[src/hw/autobaud_pkg.sv]
// shared constants, types and state encoding for the autobaud detector
package autobaud_pkg;

	// ----------------------------------------------------------------
	// widths and fixed values
	// ----------------------------------------------------------------
	localparam int DIV_W = 16;
	localparam int PRE_W = 10;
	localparam int PHASE_W = 7;
	localparam logic [15:0] DIV_MAX = 16'hFFFF;
	localparam logic [15:0] DIV_RESET = 16'h0000;
	localparam logic [2:0] EDGE_FIRST = 3'h1;
	localparam logic [2:0] EDGE_BEFORE_LAST = 3'h4;
	localparam int OVF_BIT = 7;

	// ----------------------------------------------------------------
	// measurement counter clock: oscillator divided by these counts
	// ----------------------------------------------------------------
	localparam logic [9:0] PRE_DIV_00 = 10'h200;
	localparam logic [9:0] PRE_DIV_01 = 10'h080;
	localparam logic [9:0] PRE_DIV_10 = 10'h080;
	localparam logic [9:0] PRE_DIV_11 = 10'h020;

	// ----------------------------------------------------------------
	// sample ticks per bit in normal running
	// ----------------------------------------------------------------
	localparam logic [6:0] OVS_00 = 7'h40;
	localparam logic [6:0] OVS_01 = 7'h10;
	localparam logic [6:0] OVS_10 = 7'h10;
	localparam logic [6:0] OVS_11 = 7'h04;

	typedef struct packed {
		logic async_mode;
		logic wake_on_break_enable;
		logic divider_16bit_select;
		logic high_speed_select;
	} ab_cfg_s;

	typedef struct packed {
		logic autobaud_enable;
		logic autobaud_overflow;
		logic receive_complete_flag;
		logic autobaud_measure_mode;
	} ab_status_s;

	typedef enum logic [2:0] {
		ST_IDLE,
		ST_WAIT_BREAK,
		ST_WAIT_START,
		ST_WAIT_RISE1,
		ST_COUNT
	} ab_state_e;

	function automatic logic [9:0] pre_period(input logic b16, input logic hs);
		case ({b16, hs})
			2'b00: pre_period = PRE_DIV_00;
			2'b01: pre_period = PRE_DIV_01;
			2'b10: pre_period = PRE_DIV_10;
			default: pre_period = PRE_DIV_11;
		endcase
	endfunction

	function automatic logic [6:0] ovs_count(input logic b16, input logic hs);
		case ({b16, hs})
			2'b00: ovs_count = OVS_00;
			2'b01: ovs_count = OVS_01;
			2'b10: ovs_count = OVS_10;
			default: ovs_count = OVS_11;
		endcase
	endfunction

endpackage

[src/hw/autobaud_prescaler.sv]
// measurement counter clock prescaler, restartable
`timescale 1ns/1ps
module autobaud_prescaler (
	input wire logic i_core_clk, // core clock
	input wire logic i_rst_n, // async reset, active low
	input wire logic i_clear, // hold at zero
	input wire logic [autobaud_pkg::PRE_W-1:0] i_period, // tick period in clocks
	output logic o_tick // one-cycle tick
);
	import autobaud_pkg::*;

	logic [PRE_W-1:0] cnt_r;
	logic [PRE_W-1:0] cnt_nxt;
	logic tick_r;
	logic tick_nxt;

	always_comb begin
		cnt_nxt = cnt_r + 1'b1;
		tick_nxt = 1'b0;
		if (i_clear) begin
			cnt_nxt = '0;
		end else if (cnt_r == i_period - 1'b1) begin
			cnt_nxt = '0;
			tick_nxt = 1'b1;
		end
	end

	always_ff @(posedge i_core_clk or negedge i_rst_n) begin
		if (!i_rst_n) begin
			cnt_r <= '0;
			tick_r <= 1'b0;
		end else begin
			cnt_r <= cnt_nxt;
			tick_r <= tick_nxt;
		end
	end

	assign o_tick = tick_r;

endmodule // autobaud_prescaler

[src/hw/uart_autobaud_detect.sv]
// autobaud measurement and baud generator for the enhanced serial port
`timescale 1ns/1ps
module uart_autobaud_detect #(
	parameter int DIV_WIDTH = autobaud_pkg::DIV_W // divisor width
) (
	input wire logic i_core_clk, // core clock, 40 MHz
	input wire logic i_rst_n, // async reset, active low
	input wire autobaud_pkg::ab_cfg_s i_cfg, // mode and divider selects
	input wire logic i_serial_receive_input, // receive pin level
	input wire logic i_break_done, // pulse: wake logic saw the break
	input wire logic i_autobaud_enable_wr, // pulse: write enable bit
	input wire logic i_autobaud_enable_wdata, // value for enable bit
	input wire logic i_overflow_wr, // pulse: write overflow bit
	input wire logic i_overflow_wdata, // value for overflow bit
	input wire logic i_divisor_wr, // pulse: write divisor pair
	input wire logic [autobaud_pkg::DIV_W-1:0] i_divisor_wdata, // divisor value
	input wire logic i_receive_buffer_rd, // pulse: receive buffer read
	input wire logic i_transmit_buffer_wr, // pulse: transmit buffer write
	output autobaud_pkg::ab_status_s o_status, // status bits
	output logic [autobaud_pkg::DIV_W-1:0] o_divisor, // divisor pair
	output logic o_tx_write_accept, // pulse: transmit write taken
	output logic o_sample_tick, // pulse: sampling clock
	output logic o_bit_tick // pulse: one bit time
);
	import autobaud_pkg::*;

	// ----------------------------------------------------------------
	// elaboration check
	// ----------------------------------------------------------------
	if (DIV_WIDTH != DIV_W) begin : g_bad_width
		$error("divisor width must be 16");
	end

	// ----------------------------------------------------------------
	// measurement state
	// ----------------------------------------------------------------
	ab_state_e state_r, state_nxt;
	logic en_r, en_nxt;
	logic ovf_r, ovf_nxt;
	logic rcf_r, rcf_nxt;
	logic mode_r, mode_nxt;
	logic [DIV_W-1:0] div_r, div_nxt;
	logic [2:0] edges_r, edges_nxt;
	logic rx_prev_r;
	logic tx_acc_r, tx_acc_nxt;
	logic rise;
	logic fall;
	logic pre_tick;
	logic pre_clear;
	logic [PRE_W-1:0] pre_per;

	assign rise = i_serial_receive_input & ~rx_prev_r;
	assign fall = ~i_serial_receive_input & rx_prev_r;
	assign pre_per = pre_period(i_cfg.divider_16bit_select, i_cfg.high_speed_select);
	assign pre_clear = (state_r != ST_COUNT);

	autobaud_prescaler u_pre (
		.i_core_clk(i_core_clk),
		.i_rst_n(i_rst_n),
		.i_clear(pre_clear),
		.i_period(pre_per),
		.o_tick(pre_tick)
	);

	always_comb begin
		state_nxt = state_r;
		en_nxt = en_r;
		ovf_nxt = ovf_r;
		rcf_nxt = rcf_r;
		div_nxt = div_r;
		edges_nxt = edges_r;
		tx_acc_nxt = i_transmit_buffer_wr & ~en_r;
		if (i_overflow_wr) begin
			ovf_nxt = i_overflow_wdata;
		end
		if (i_receive_buffer_rd) begin
			rcf_nxt = 1'b0;
		end
		if (i_divisor_wr && !en_r) begin
			div_nxt = i_divisor_wdata;
		end
		case (state_r)
			ST_IDLE: begin
				if (en_r && i_cfg.async_mode) begin
					state_nxt = i_cfg.wake_on_break_enable ? ST_WAIT_BREAK : ST_WAIT_START;
				end
			end
			ST_WAIT_BREAK: begin
				if (i_break_done) begin
					state_nxt = ST_WAIT_START;
				end
			end
			ST_WAIT_START: begin
				if (fall) begin
					state_nxt = ST_WAIT_RISE1;
				end
			end
			ST_WAIT_RISE1: begin
				if (rise) begin
					state_nxt = ST_COUNT;
					edges_nxt = EDGE_FIRST;
				end
			end
			ST_COUNT: begin
				if (pre_tick) begin
					// full 16-bit count whatever the divider select
					div_nxt = div_r + 1'b1;
					if (div_r == DIV_MAX) begin
						ovf_nxt = 1'b1;
					end
				end
				if (rise) begin
					if (edges_r == EDGE_BEFORE_LAST) begin
						en_nxt = 1'b0;
						rcf_nxt = 1'b1;
						state_nxt = ST_IDLE;
					end else begin
						edges_nxt = edges_r + 1'b1;
					end
				end
			end
			default: state_nxt = ST_IDLE;
		endcase
		if (!i_cfg.async_mode || !en_r) begin
			state_nxt = ST_IDLE;
		end
		if (i_autobaud_enable_wr) begin
			en_nxt = i_autobaud_enable_wdata;
			if (i_autobaud_enable_wdata && !en_r) begin
				div_nxt = DIV_RESET;
				state_nxt = ST_IDLE;
			end else if (!i_autobaud_enable_wdata) begin
				state_nxt = ST_IDLE;
			end
		end
		mode_nxt = (state_nxt != ST_IDLE);
	end

	always_ff @(posedge i_core_clk or negedge i_rst_n) begin
		if (!i_rst_n) begin
			state_r <= ST_IDLE;
			en_r <= 1'b0;
			ovf_r <= 1'b0;
			rcf_r <= 1'b0;
			mode_r <= 1'b0;
			div_r <= DIV_RESET;
			edges_r <= '0;
			rx_prev_r <= 1'b1;
			tx_acc_r <= 1'b0;
		end else begin
			state_r <= state_nxt;
			en_r <= en_nxt;
			ovf_r <= ovf_nxt;
			rcf_r <= rcf_nxt;
			mode_r <= mode_nxt;
			div_r <= div_nxt;
			edges_r <= edges_nxt;
			rx_prev_r <= i_serial_receive_input;
			tx_acc_r <= tx_acc_nxt;
		end
	end

	// ----------------------------------------------------------------
	// baud generator in normal running
	// ----------------------------------------------------------------
	logic [DIV_W-1:0] smp_cnt_r, smp_cnt_nxt;
	logic [PHASE_W-1:0] phase_r, phase_nxt;
	logic smp_r, smp_nxt;
	logic bit_r, bit_nxt;
	logic [DIV_W-1:0] div_eff;
	logic [PHASE_W-1:0] ovs;

	assign div_eff = i_cfg.divider_16bit_select ? div_r : {8'h00, div_r[7:0]};
	assign ovs = ovs_count(i_cfg.divider_16bit_select, i_cfg.high_speed_select);

	always_comb begin
		smp_cnt_nxt = smp_cnt_r + 1'b1;
		phase_nxt = phase_r;
		smp_nxt = 1'b0;
		bit_nxt = 1'b0;
		if (mode_r) begin
			// generator is taken over by the measurement
			smp_cnt_nxt = '0;
			phase_nxt = '0;
		end else if (smp_cnt_r >= div_eff) begin
			smp_cnt_nxt = '0;
			smp_nxt = 1'b1;
			if (phase_r >= ovs - 1'b1) begin
				phase_nxt = '0;
				bit_nxt = 1'b1;
			end else begin
				phase_nxt = phase_r + 1'b1;
			end
		end
	end

	always_ff @(posedge i_core_clk or negedge i_rst_n) begin
		if (!i_rst_n) begin
			smp_cnt_r <= '0;
			phase_r <= '0;
			smp_r <= 1'b0;
			bit_r <= 1'b0;
		end else begin
			smp_cnt_r <= smp_cnt_nxt;
			phase_r <= phase_nxt;
			smp_r <= smp_nxt;
			bit_r <= bit_nxt;
		end
	end

	assign o_status = '{autobaud_enable: en_r, autobaud_overflow: ovf_r,
		receive_complete_flag: rcf_r, autobaud_measure_mode: mode_r};
	assign o_divisor = div_r;
	assign o_tx_write_accept = tx_acc_r;
	assign o_sample_tick = smp_r;
	assign o_bit_tick = bit_r;

	// ----------------------------------------------------------------
	// checks
	// ----------------------------------------------------------------
	logic keep;
	logic [PRE_W-1:0] gap_r;
	logic gap_ok_r;

	assign keep = en_r & i_cfg.async_mode & ~i_autobaud_enable_wr;

	always_ff @(posedge i_core_clk or negedge i_rst_n) begin
		if (!i_rst_n) begin
			gap_r <= '0;
			gap_ok_r <= 1'b0;
		end else if (pre_clear) begin
			gap_r <= '0;
			gap_ok_r <= 1'b0;
		end else if (pre_tick) begin
			gap_r <= '0;
			gap_ok_r <= 1'b1;
		end else begin
			gap_r <= gap_r + 1'b1;
		end
	end
endmodule // uart_autobaud_detect

[config.mk]
export PLATFORM = sky130hd
export DESIGN_NAME = uart_autobaud_detect
export DESIGN_NICKNAME = d
export VERILOG_FILES = /design/src/hw/autobaud_pkg.sv /design/src/hw/autobaud_prescaler.sv /design/src/hw/uart_autobaud_detect.sv
export SDC_FILE = /design/constraint.sdc
export NUM_CORES = 1
export LEC_CHECK = 0
export ABC_AREA = 1
export BUFFER_PORTS_ARGS = -buffer_cell sky130_fd_sc_hd__buf_2
export CAP_MARGIN = 20
export CELL_PAD_IN_SITES_DETAIL_PLACEMENT = 1
export CELL_PAD_IN_SITES_GLOBAL_PLACEMENT = 1
export CORE_ASPECT_RATIO = 0.9
export CORE_MARGIN = 2
export CORE_UTILIZATION = 39
export DETAILED_ROUTE_END_ITERATION = 12
export PLACE_DENSITY = 0.88
export SKIP_LAST_GASP = 1
export SLEW_MARGIN = 25
export SYNTH_ARGS = -nofsm -noshare
export SYNTH_HDL_FRONTEND = slang
export SYNTH_HIERARCHICAL = 1
export SYNTH_SLANG_ARGS = --single-unit
[constraint.sdc]
create_clock -name i_core_clk -period 1.7 [get_ports i_core_clk]
set_input_delay 0.17 -clock i_core_clk [delete_from_list [all_inputs] [get_ports i_core_clk]]
set_output_delay 0.17 -clock i_core_clk [all_outputs]
set_load 0.01 [all_outputs]
==> results.sh <==
export IMPL_status="finished, violations left"
export IMPL_violations="setup timing"
export IMPL_portBuffers=53
export IMPL_cts_htree_levels=3
export IMPL_end_kind="flop"
export IMPL_drt_pass1_iterations=5
export IMPL_cts_tree="built"
export IMPL_core_rowCount=38
export IMPL_crit_arrival_ns=2.19
export IMPL_cp_required_ns=1.93
export IMPL_rr_worst_depth=10
export IMPL_setup_tns_ns=-4.77
export IMPL_ys_async_sr_fraction_pct=100
export IMPL_core_sq_um=12000
export IMPL_finalNetCount=873
export IMPL_avgSynthCellArea_sq_um=7.06
export IMPL_wirelength_um=21700
export IMPL_die_w_um=120
export IMPL_wl_per_cell_um=22.2
export IMPL_rsz0062_at_grt="true"
export IMPL_drc=0
export IMPL_grtUsageTotal_pct=27.6
export IMPL_grt_pass1_wl_um=28100
export IMPL_antenna_found_initial=0
export IMPL_synth_area_leaders="dfrtp_1, nand2_1, ha_1"
export IMPL_synth_area_leader_cell="dfrtp_1"
export IMPL_power_density_nw_per_um2=927
export IMPL_drv_cap=0
export IMPL_place_ws_ns=-0.121
export IMPL_pin_count=54
export IMPL_synth_adder_area_share_pct=7.89
export IMPL_gp_congestion=0.928
export IMPL_worstHoldPathCells=2
export IMPL_synth_warning_count=6
export IMPL_instances_no_fill=977
export IMPL_fp_dieArea_sq_um=13100
export IMPL_place_inst=941
export IMPL_synth_area_mux_share_pct=0.210
export IMPL_reg2reg_from="o_divisor[11]"
export IMPL_hold_viol=0
export IMPL_swShare_pct=38.8
export IMPL_power_frac_clock_pct=30.2
export IMPL_n_antenna_cell=0
export IMPL_drive_gt1_share_pct=33.3
export IMPL_setup_violations=32
export IMPL_synth_top_area_share_pct=33.1
export IMPL_start_kind="flop"
export IMPL_holdPathEnd="rcf_r"
export IMPL_fin_crit_sh_pct=115
export IMPL_p_leak_nw=3.28
export IMPL_clockRootBuffer="clkbuf_16"
export IMPL_cts_sinks=64
export IMPL_comb_power_share_pct=37.9
export IMPL_max_freq_mhz=511
export IMPL_fin_ws_ns=-0.257
export IMPL_ys_seq_area_share_pct=33.7
export IMPL_num_vias=5630
export IMPL_dp_hpwl_um=11500
export IMPL_start_util_pct=39.7
export IMPL_synth_top_family_by_area="simple AND/OR/NAND/NOR gates"
export IMPL_hp_start="i_receive_buffer_rd"
export IMPL_cts_path_max_buffers=2
export IMPL_ys_ff_latch=64
export IMPL_synth_compound_area_share_pct=8.89
export IMPL_synthFlopType="dfrtp_1"
export IMPL_drt_iter0_drc=481
export IMPL_yosysMostFrequentCell="nand2_1"
export IMPL_net_switching_power_w=0.00232
export IMPL_hold_worst_slack_ns=0.0118
export IMPL_synthSimpleGateAreaFrac_pct=34.9
export IMPL_numCtsBuffers=9
export IMPL_syn_inst=674
export IMPL_die_h_um=109
export IMPL_skew_ns=0.00971
export IMPL_vias_per_cell=5.76
export IMPL_post_route_util_pct=53.9
export IMPL_synth_xor_xnor_area_share_pct=3.50
export IMPL_period_needed_ns=1.96
export IMPL_syn_to_final_growth_pct=35.8
export IMPL_grt_pass1_vias=5453
export IMPL_yosys_top_cells_count="nand2_1, inv_1, nor2_1"
export IMPL_syn_area_sq_um=4760
export IMPL_ys_types=44
export IMPL_power_share_sequential_pct=31.9
export IMPL_drv_slew=0
export IMPL_grt_max_degree=43
export IMPL_postRouteAntennaNets=0
export IMPL_r2r_end="phase_r[0]"
export IMPL_vdd_drop_max_uv=474
export IMPL_synth_edff_count=0
export IMPL_hold_path_class="in2reg"
export IMPL_clk_latency_ns=0.35
export IMPL_clkTransAtPathRegs_ns=0.06
export IMPL_path_class="reg2reg"
export IMPL_internal_power_w=0.00366
export IMPL_reg2reg_setup_slack_ns=-0.26
export IMPL_cp_max_fo=8
export IMPL_gr_total_overflow=0
-- cell type report --
type                            instances  area (sq um)
Inverter                              108           410
Sequential cell                        64          1610
Multi-Input combinational cell        511          3180
Clock inverter                          1          5.00
Timing Repair Buffer                  118           787
Tap cell                              160           200
Clock buffer                           15           268
Fill cell                            1521          5530
-- sequential cells by signal, indices dropped and copies added, names as in the netlist --
signal and count:
edges_r 3, u_pre/cnt_r 10, o_divisor 16, phase_r 7
state_r 3, rcf_r 1, o_sample_tick 1, u_pre/o_tick 1
smp_cnt_r 16, mode_r 1, o_tx_write_accept 1, en_r 1
ovf_r 1, rx_prev_r 1, o_bit_tick 1
-- worst max-delay path, stage by stage, from the launching register on --
cell	delay (ns)
dfrtp_1	0.40
nand2_2	0.13
ha_4	0.32
nand2_1	0.06
inv_1	0.10
nand3_1	0.13
nor2_2	0.20
nand2_4	0.13
buf_6	0.17
nand4_1	0.11
nand2_1	0.08
-- layout by cell type (no fill, tap or decap), types with 2 or more instances in the layout --
cell / netlist / layout
xor2_1: 13 / 11
nand2_4: 0 / 4
conb_1: 1 / 23
nor2_1: 82 / 62
buf_12: 0 / 2
a31oi_1: 4 / 4
nor4_1: 2 / 2
o21ai_1: 2 / 4
inv_2: 16 / 28
a311oi_2: 2 / 2
nand4_1: 15 / 15
xor2_2: 0 / 2
buf_4: 4 / 60
inv_1: 90 / 78
clkbuf_1: 3 / 4
dfrtp_1: 63 / 57
buf_2: 3 / 53
a21oi_2: 0 / 4
ha_1: 30 / 15
a211oi_1: 3 / 3
a21oi_1: 25 / 20
nand2_2: 12 / 28
o21ai_0: 25 / 22
clkbuf_8: 0 / 2
nor3_4: 0 / 2
nor2_4: 4 / 12
nand2_1: 171 / 151
xnor2_1: 6 / 6
nand3_4: 2 / 4
nor3_2: 3 / 2
clkbuf_16: 0 / 9
nor3_1: 15 / 14
ha_4: 0 / 14
nor2_2: 8 / 20
dfrtp_2: 0 / 6
nand3_2: 3 / 8
dlygate4sd3_1: 0 / 2
o21bai_1: 3 / 3
nand3_1: 47 / 41
-- worst max-delay path by stage --
stage	from	depth (start not counted)	to	slack [ns]
2_1_floorplan	o_divisor[9]	10	smp_cnt_r[10]	0.001
3_3_place_gp	i_cfg[1]	10	o_bit_tick	0.01
3_5_place_dp	i_cfg[0]	9	phase_r[4]	-0.12
4_1_cts	o_divisor[1]	10	phase_r[6]	-0.08
5_1_grt	o_divisor[11]	10	phase_r[0]	-0.26
6_report	o_divisor[11]	10	phase_r[0]	-0.26
-- cell families (layout without fill, tap and decap cells) --
family	Yosys count	count (layout)
adders and majority gates	30	30
xor gates and xnor gates	19	19
muxes	1	1
other	1	23
and+or+nand+nor	366	367
DFF	64	64
buffers and inverters	122	242
AOI/OAI and AO/OA	71	71
-- per-stage QoR --
step / power, W / area [sq um]
after CTS: 0.00537 / 6060
after floorplan: 0.00274 / 4850
after detailed placement: 0.00340 / 5580
after global placement: 0.00324 / 5580
final: 0.00598 / 6460
after global routing: 0.00619 / 6460
-- routing by layer --
layer	vias to the layer above	track usage, %	wire [um]	share of wire [%]
met5	-	0	0	0
met4	0	10.5	1350	6.2
met3	127	4.92	1700	7.8
met2	357	51.5	10500	48
met1	2746	31.6	8140	37
li1	2400	-	-	-
-- timing repair --
item / CTS / global route
buffers inserted: 9 / 8
setup endpoints to repair: 26 / 38
hold buffers: 2 / 0
pin swaps: 21 / 30
cloned: 1 / 0
hold endpoints to repair: 64 / 0
gates resized for setup: 32 / 74
-- power by group through the flow --
stage	registers [W]	clock network, W	logic, W
CTS	0.00186	0.00177	0.00174
global placement	0.00185	0	0.00139
finish	0.00191	0.00181	0.00227
detailed placement	0.00186	0	0.00153
floorplan	0.00190	0	0.000842
global route	0.00192	0.00187	0.00240
(Power assumes the default switching activity.)
